File: config.mk
export PLATFORM = sky130hd
export DESIGN_NAME = hlc_ctrl
export DESIGN_NICKNAME = d
export VERILOG_FILES = /design/src/hw/hlc_ctrl.v
export VERILOG_INCLUDE_DIRS = /design/src /design/src/hw
export SDC_FILE = /design/constraint.sdc
export NUM_CORES = 1
export LEC_CHECK = 0
export ABC_CLOCK_PERIOD_IN_PS = 2200
export BUFFER_PORTS_ARGS = -buffer_cell sky130_fd_sc_hd__buf_4
export CAP_MARGIN = 20
export CORE_UTILIZATION = 30
export CTS_CLUSTER_SIZE = 28
export DETAILED_ROUTE_END_ITERATION = 7
export GPL_TIMING_DRIVEN = 0
export MAX_ROUTING_LAYER = met4
export PLACE_DENSITY = 0.78
export SYNTH_ARGS = -nofsm -noshare
export SYNTH_HDL_FRONTEND = slang
export SYNTH_SLANG_ARGS = --single-unit
File: constraint.sdc
create_clock -name mclk -period 2.2 [get_ports mclk]
set_clock_uncertainty 0.1 [all_clocks]
set_input_delay 0.66 -clock mclk [delete_from_list [all_inputs] [get_ports mclk]]
set_output_delay 0.66 -clock mclk [all_outputs]
set_load 0.01 [all_outputs]
File: src/hw/hlc_map.vh
`ifndef HLC_MAP_VH
`define HLC_MAP_VH
// Register byte addresses.
`define HLC_ADDR_SET        8'h50
`define HLC_ADDR_CLR        8'h54
`define HLC_ADDR_STAT       8'h58
// PHY-clock-domain address windows.
`define HLC_PDOM_LO0        8'hdc
`define HLC_PDOM_HI0        8'hf0
`define HLC_PDOM_LO1        9'h100
`define HLC_PDOM_HI1        9'h11c
// Control register field positions.
`define HLC_B_CFGOK         23
`define HLC_B_UPG           22
`define HLC_B_LPS           19
`define HLC_B_PWE           18
`define HLC_B_ATT           17
`define HLC_B_SRST          16
// Reset values and the all-ones suppressed-read answer.
`define HLC_CFGOK_RST       1'b1
`define HLC_ZERO32          32'h0000_0000
`define HLC_ONES32          32'hffff_ffff
// Unused readback positions.
`define HLC_PAD_HI          8'h00
`define HLC_PAD_MID         2'b00
`define HLC_PAD_LO          16'h0000
// Software reset length in cycles.
`define HLC_SRST_CYC        4'h8
`define HLC_SRST_ONE        4'h1
`define HLC_SRST_ZERO       4'h0
`endif

File: src/hw/hlc_ctrl.v
// Operation
// - Unused control bits read as zero
// - Power status bit gates link-PHY traffic
// - Stopped PHY clock access aborts by default
// - Suppression makes such reads return ones
// - Two offset windows lie in PHY domain
// - Posted-write bit switches posted writes
// - Attach bit cleared by either reset
// - Detached link exchanges no packets
// - Self reinit resets all link state
// - Reinit bit reads one until done
// - Set and clear addresses read same
//
// The register addresses and strobed register access were left to the implementer.
`timescale 1ns/100ps
`include "hlc_map.vh"
module hlc_ctrl (
    // Clock and reset.
    input  wire        mclk,
    input  wire        srst,
    // Register port.
    input  wire [8:0]  reg_addr,
    input  wire [31:0] reg_wdata,
    input  wire        reg_wr,
    input  wire        reg_rd,
    output reg  [31:0] reg_rdata,
    output reg         reg_abort,
    // Configuration-space inputs.
    input  wire        suppress_target_abort,
    input  wire        phy_config_permitted_in,
    input  wire        phy_clk_running,
    // Link steering outputs.
    output wire        link_phy_comm_en,
    output wire        posted_write_on,
    output wire        node_attach_enable,
    output wire        phy_feature_upgrade_on,
    output wire        link_state_flush
);
    // Settable control bits and their next values.
    reg         upg_reg;
    reg         upg_next;
    reg         lps_reg;
    reg         lps_next;
    reg         pwe_reg;
    reg         pwe_next;
    reg         att_reg;
    reg         att_next;
    // Permission bit, kept apart from the settable bits.
    reg         cfgok_reg;
    // Self reinit countdown.
    reg  [3:0]  sr_cnt_reg;
    reg  [3:0]  sr_cnt_next;
    // Synchroniser flip-flops for the pin-side levels.
    reg         run_s1_reg;
    reg         run_s2_reg;
    reg         cfg_s1_reg;
    reg         cfg_s2_reg;
    // Next values of the read answer.
    reg  [31:0] rdata_next;
    reg         abort_next;
    // Decoded strobes and status.
    wire        hit_set;
    wire        hit_clr;
    wire        hit_ctrl;
    wire        wr_set;
    wire        wr_clr;
    wire        sr_busy;
    wire        sr_start;
    wire        in_win0;
    wire        in_win1;
    wire        pdom;
    wire        phy_stopped;
    wire        blocked;
    wire [31:0] ctrl_word;

    // First stage of the PHY clock status synchroniser.
    always @(posedge mclk) begin
        if (srst) begin
            run_s1_reg <= 1'b0;
        end else begin
            run_s1_reg <= phy_clk_running;
        end
    end

    // Second stage; only this flip-flop is read by the logic.
    always @(posedge mclk) begin
        if (srst) begin
            run_s2_reg <= 1'b0;
        end else begin
            run_s2_reg <= run_s1_reg;
        end
    end

    // First stage of the permission strap synchroniser.
    // It resets to the permission default so the bit does not dip after reset.
    always @(posedge mclk) begin
        if (srst) begin
            cfg_s1_reg <= `HLC_CFGOK_RST;
        end else begin
            cfg_s1_reg <= phy_config_permitted_in;
        end
    end

    // Second stage of the permission strap synchroniser.
    always @(posedge mclk) begin
        if (srst) begin
            cfg_s2_reg <= `HLC_CFGOK_RST;
        end else begin
            cfg_s2_reg <= cfg_s1_reg;
        end
    end

    // Register address decode for the set and clear addresses.
    assign hit_set  = (reg_addr == {1'b0, `HLC_ADDR_SET});
    assign hit_clr  = (reg_addr == {1'b0, `HLC_ADDR_CLR});
    assign hit_ctrl = hit_set || hit_clr;

    // Writes are ignored while a self reinit is running.
    assign wr_set   = reg_wr && hit_set && !sr_busy;
    assign wr_clr   = reg_wr && hit_clr && !sr_busy;

    // Self reinit runs while the countdown is not zero.
    assign sr_busy  = (sr_cnt_reg != `HLC_SRST_ZERO);
    assign sr_start = wr_set && reg_wdata[`HLC_B_SRST];

    // Address falls in one of the two PHY-clock windows.
    assign in_win0  = (reg_addr >= {1'b0, `HLC_PDOM_LO0}) && (reg_addr <= {1'b0, `HLC_PDOM_HI0});
    assign in_win1  = (reg_addr >= `HLC_PDOM_LO1) && (reg_addr <= `HLC_PDOM_HI1);
    assign pdom     = in_win0 || in_win1;

    // The PHY clock counts as stopped once the synchronised level is low.
    // The two-cycle lag means an access right after a stop may still complete.
    assign phy_stopped = !run_s2_reg;
    assign blocked     = pdom && phy_stopped;

    // Next value of the feature upgrade bit.
    always @* begin
        upg_next = upg_reg;
        if (wr_set) begin
            upg_next = upg_reg | reg_wdata[`HLC_B_UPG];
        end else if (wr_clr) begin
            upg_next = upg_reg & ~reg_wdata[`HLC_B_UPG];
        end
    end

    // Feature upgrade bit; cleared by either reset.
    always @(posedge mclk) begin
        if (srst || sr_busy) begin
            upg_reg <= 1'b0;
        end else begin
            upg_reg <= upg_next;
        end
    end

    // Next value of the link power status bit.
    always @* begin
        lps_next = lps_reg;
        if (wr_set) begin
            lps_next = lps_reg | reg_wdata[`HLC_B_LPS];
        end else if (wr_clr) begin
            lps_next = lps_reg & ~reg_wdata[`HLC_B_LPS];
        end
    end

    // Link power status bit; it gates all link-PHY traffic.
    always @(posedge mclk) begin
        if (srst || sr_busy) begin
            lps_reg <= 1'b0;
        end else begin
            lps_reg <= lps_next;
        end
    end

    // Next value of the posted-write bit.
    always @* begin
        pwe_next = pwe_reg;
        if (wr_set) begin
            pwe_next = pwe_reg | reg_wdata[`HLC_B_PWE];
        end else if (wr_clr) begin
            pwe_next = pwe_reg & ~reg_wdata[`HLC_B_PWE];
        end
    end

    // Posted-write bit; software is trusted to change it only while detached.
    always @(posedge mclk) begin
        if (srst || sr_busy) begin
            pwe_reg <= 1'b0;
        end else begin
            pwe_reg <= pwe_next;
        end
    end

    // Next value of the node attach bit.
    always @* begin
        att_next = att_reg;
        if (wr_set) begin
            att_next = att_reg | reg_wdata[`HLC_B_ATT];
        end else if (wr_clr) begin
            att_next = att_reg & ~reg_wdata[`HLC_B_ATT];
        end
    end

    // Node attach bit; either reset detaches the node at once.
    always @(posedge mclk) begin
        if (srst || sr_busy) begin
            att_reg <= 1'b0;
        end else begin
            att_reg <= att_next;
        end
    end

    // Permission bit follows the synchronised strap.
    // A self reinit leaves it alone, as it is configuration-space state.
    always @(posedge mclk) begin
        if (srst) begin
            cfgok_reg <= `HLC_CFGOK_RST;
        end else begin
            cfgok_reg <= cfg_s2_reg;
        end
    end

    // Countdown next value: load on a request, count down while busy.
    always @* begin
        sr_cnt_next = sr_cnt_reg;
        if (sr_busy) begin
            sr_cnt_next = sr_cnt_reg - `HLC_SRST_ONE;
        end else if (sr_start) begin
            sr_cnt_next = `HLC_SRST_CYC;
        end
    end

    // Countdown register; only a hard reset ends it early.
    always @(posedge mclk) begin
        if (srst) begin
            sr_cnt_reg <= `HLC_SRST_ZERO;
        end else begin
            sr_cnt_reg <= sr_cnt_next;
        end
    end

    // Readback image; unused positions stay zero.
    assign ctrl_word = {`HLC_PAD_HI,
                        cfgok_reg,
                        upg_reg,
                        `HLC_PAD_MID,
                        lps_reg,
                        pwe_reg,
                        att_reg,
                        sr_busy,
                        `HLC_PAD_LO};

    // Answer for the next cycle: data, all ones or an abort.
    // Every path starts from zero so nothing lingers past its cycle.
    always @* begin
        rdata_next = `HLC_ZERO32;
        abort_next = 1'b0;
        if (reg_rd) begin
            if (blocked) begin
                if (suppress_target_abort) begin
                    rdata_next = `HLC_ONES32;
                end else begin
                    abort_next = 1'b1;
                end
            end else if (hit_ctrl) begin
                rdata_next = ctrl_word;
            end else begin
                rdata_next = `HLC_ZERO32;
            end
        end else if (reg_wr) begin
            abort_next = blocked && !suppress_target_abort;
        end
    end

    // Read data and abort stand only in the cycle after the strobe.
    always @(posedge mclk) begin
        if (srst) begin
            reg_rdata <= `HLC_ZERO32;
            reg_abort <= 1'b0;
        end else begin
            reg_rdata <= rdata_next;
            reg_abort <= abort_next;
        end
    end

    // Steering outputs towards the rest of the link.
    assign link_phy_comm_en       = lps_reg;
    assign posted_write_on        = pwe_reg;
    assign node_attach_enable     = att_reg;
    assign phy_feature_upgrade_on = upg_reg;
    // The flush level lasts exactly as long as the reinit bit reads one.
    assign link_state_flush       = sr_busy;
endmodule // hlc_ctrl

==> flow_metrics.tcl <==
set metrics [dict create \
    end_kind "primary output" \
    syn_inst 104 \
    path_max_fanout 4 \
    grt_setup_unrepaired "no" \
    pre_cts_ws_ns -0.291 \
    drt_wl_total_um 2510 \
    fin_area_um2 1580 \
    synth_nets 152 \
    core-area_um2 3100 \
    drv_cap 0 \
    root_buffer "clkbuf_4" \
    hold_viol_final 0 \
    ys_seq_elements 22 \
    placed_cell_area_um2 1490 \
    crit_buf_inv 1 \
    rows 20 \
    clock_latency_ns 0.32 \
    avgSynthCellArea_um2 9.64 \
    die_area_um2 3580 \
    setup_viol 0 \
    clockBufferDepth 2 \
    max_stage_delay_ns 0.56 \
    cp-start-kind "register" \
    clkTransAtPathRegs_ns 0.12 \
    cp.required_ns 1.44 \
    num_vias 963 \
    final_layout_size_suffix_gt1_frac 0.573 \
    route.detailed.drc 0 \
    cts.sink_count 22 \
    cts_hold_buf 0 \
    hpwl_um 1930 \
    die_height_um 59.8 \
    min_path_type "reg -> reg" \
    crit_type "reg -> out" \
    path_delay_family "simple AND/OR/NAND/NOR gates" \
    grt-ovfl-total 0 \
    cts_tree "done" \
    worstPathArrival_ns 1.39 \
    grt_pass1_vias 872 \
    start_util 0.323 \
    io_pins 86 \
    die_w_um 59.8 \
    crit_chain "or4_4 > buf_4" \
    report.final.slew_viol_count 0 \
    outcome "completed" \
    grt_pass1_wl_um 3690 \
    grt_usage 0.142 \
    antenna_found_initial 0 \
    ys_top_cells_by_area "dfxtp_1 (44%), buf_4 (18%), a21o_1 (4.5%)" \
    drtAntennaViolNets 0 \
    nets 220 \
    area_delta_synth_final_pct 57.8 \
    dr.pass1.iters 4 \
    peakVddDrop_mv 0.148 \
    slowest_stage "or4_4" \
    tightest_slew_ns 0.592 \
    whs_ns 0.320 \
    yosysWarnings 0 \
    netlist_area_um2 1000 \
    leakagePower_nw 0.824 \
    grt_start_max_net_pins 19 \
    portBuffers 58 \
    num_antenna_cells 0 \
    finalCritPeriodShare 0.978 \
    synth.largest_area_cell "dfxtp_1" \
    drt-initial-drc-count 29 \
    synth_cell_types 29 \
    timing.fmax_ghz 0.465 \
    wl_per_cell_um 11.7 \
    seq_area_frac_synth 0.439 \
    cts_buffers 3 \
    gp_congestion 0.781 \
    via_per_inst 4.48 \
    finalCoreUtilization 0.510 \
    power_mw 0.713 \
    relSlewSlack 0.602 \
    layout_setup_ws_ns 0.0480 \
    synth_top_area_share 0.439 \
    power_density_nw_per_um2 451 \
    h-tree-depth 1 \
    fin_crit_ns 2.15 \
]
## cell usage in the layout (no fill, tap or decap), drive strengths merged, types with 3 or more instances in the layout
| master | synthesis | routed |
|---|---|---|
| o21ai | 3 | 3 |
| clkbuf | 2 | 6 |
| nor2 | 3 | 3 |
| or4b | 3 | 3 |
| a21oi | 8 | 8 |
| inv | 3 | 3 |
| buf | 25 | 88 |
| or2 | 4 | 4 |
| nor2b | 3 | 3 |
| a311oi | 4 | 4 |
| dfxtp | 22 | 22 |
| a21o | 6 | 6 |
## timing repair
action                                  CTS  global route
buffers inserted                          4             2
resized for setup                         6             0
hold endpoints to repair                  0             0
pin swaps                                 1             1
endpoints found under the setup margin    2             6
gates cloned                              0             0
## layout make-up
type / count / area [um2]
Multi-Input combinational cell: 52 / 368
Clock buffer: 4 / 36.3
Tap cell: 44 / 55.1
Sequential cell: 22 / 443
Inverter: 3 / 11.3
Timing Repair Buffer: 64 / 480
Buffer: 26 / 188
Fill cell: 282 / 1520
## path summary, 6_finish.rpt
path	start	to	slack, ns	cells after the start
hold reg to reg	cfg_s2_reg	cfgok_reg	0.32	1
hold / removal	cfg_s2_reg	cfgok_reg	0.32	1
setup reg to reg	sr_cnt_reg[0]	register	0.25	6
setup / recovery	sr_cnt_reg[0]	link_state_flush	0.05	2
## report_power, final
part           leakage, nW  total (mW)  switching (mW)  internal [mW]
combinational        0.624      0.0797          0.0330         0.0467
clock               0.0210       0.227           0.125          0.101
sequential           0.179       0.407         0.00251          0.404
## logic make-up (layout without fill, tap and decap cells)
kind of cell	count (synthesis)	count (layout)	synth area share
flops	22	22	0.439
simple gates	28	28	0.196
buf+inv	30	97	0.203
compound gates	24	24	0.161
## worst reg2reg max path, cell delays in order (launching register included)
cell and delay (ns):
dfxtp_2 0.34, or4_4 0.56, buf_4 0.17, nor4_4 0.20, buf_4 0.20, a21oi_1 0.08
a311oi_1 0.22
## synthesized netlist by cell type
library cell / count
nor4_4: 1
and3_1: 2
clkbuf_1: 2
buf_4: 24
a211oi_1: 1
a22oi_1: 1
a311oi_1: 4
nand2_1: 2
or4_1: 1
a21o_1: 6
nand3_1: 2
a21oi_1: 8
nor2b_1: 3
dfxtp_1: 22
or4b_4: 1
o21ai_0: 2
buf_2: 1
nand3b_1: 2
nor3b_1: 1
inv_1: 3
or4b_1: 2
o21ai_1: 1
nor2_1: 3
a2111o_1: 1
nor4_1: 1
nor3_1: 1
nor4b_1: 1
nand2b_1: 1
or2_1: 4
## metrics by stage
step / cells / TNS (ns)
final: 215 / 0
after global routing: 215 / 0
after CTS: 214 / 0
after detailed placement: 206 / -2.43
after global placement: 206 / -2.10
after floorplan: 104 / 0
## metal layers
layer,up-vias,track usage,part of all wire
met5,-,-,0
met4,0,0.0664,0.022
met3,7,0.0303,0.11
met2,50,0.273,0.50
met1,429,0.132,0.37
li1,477,-,-
Note: power is estimated with default switching activity, not from simulation.
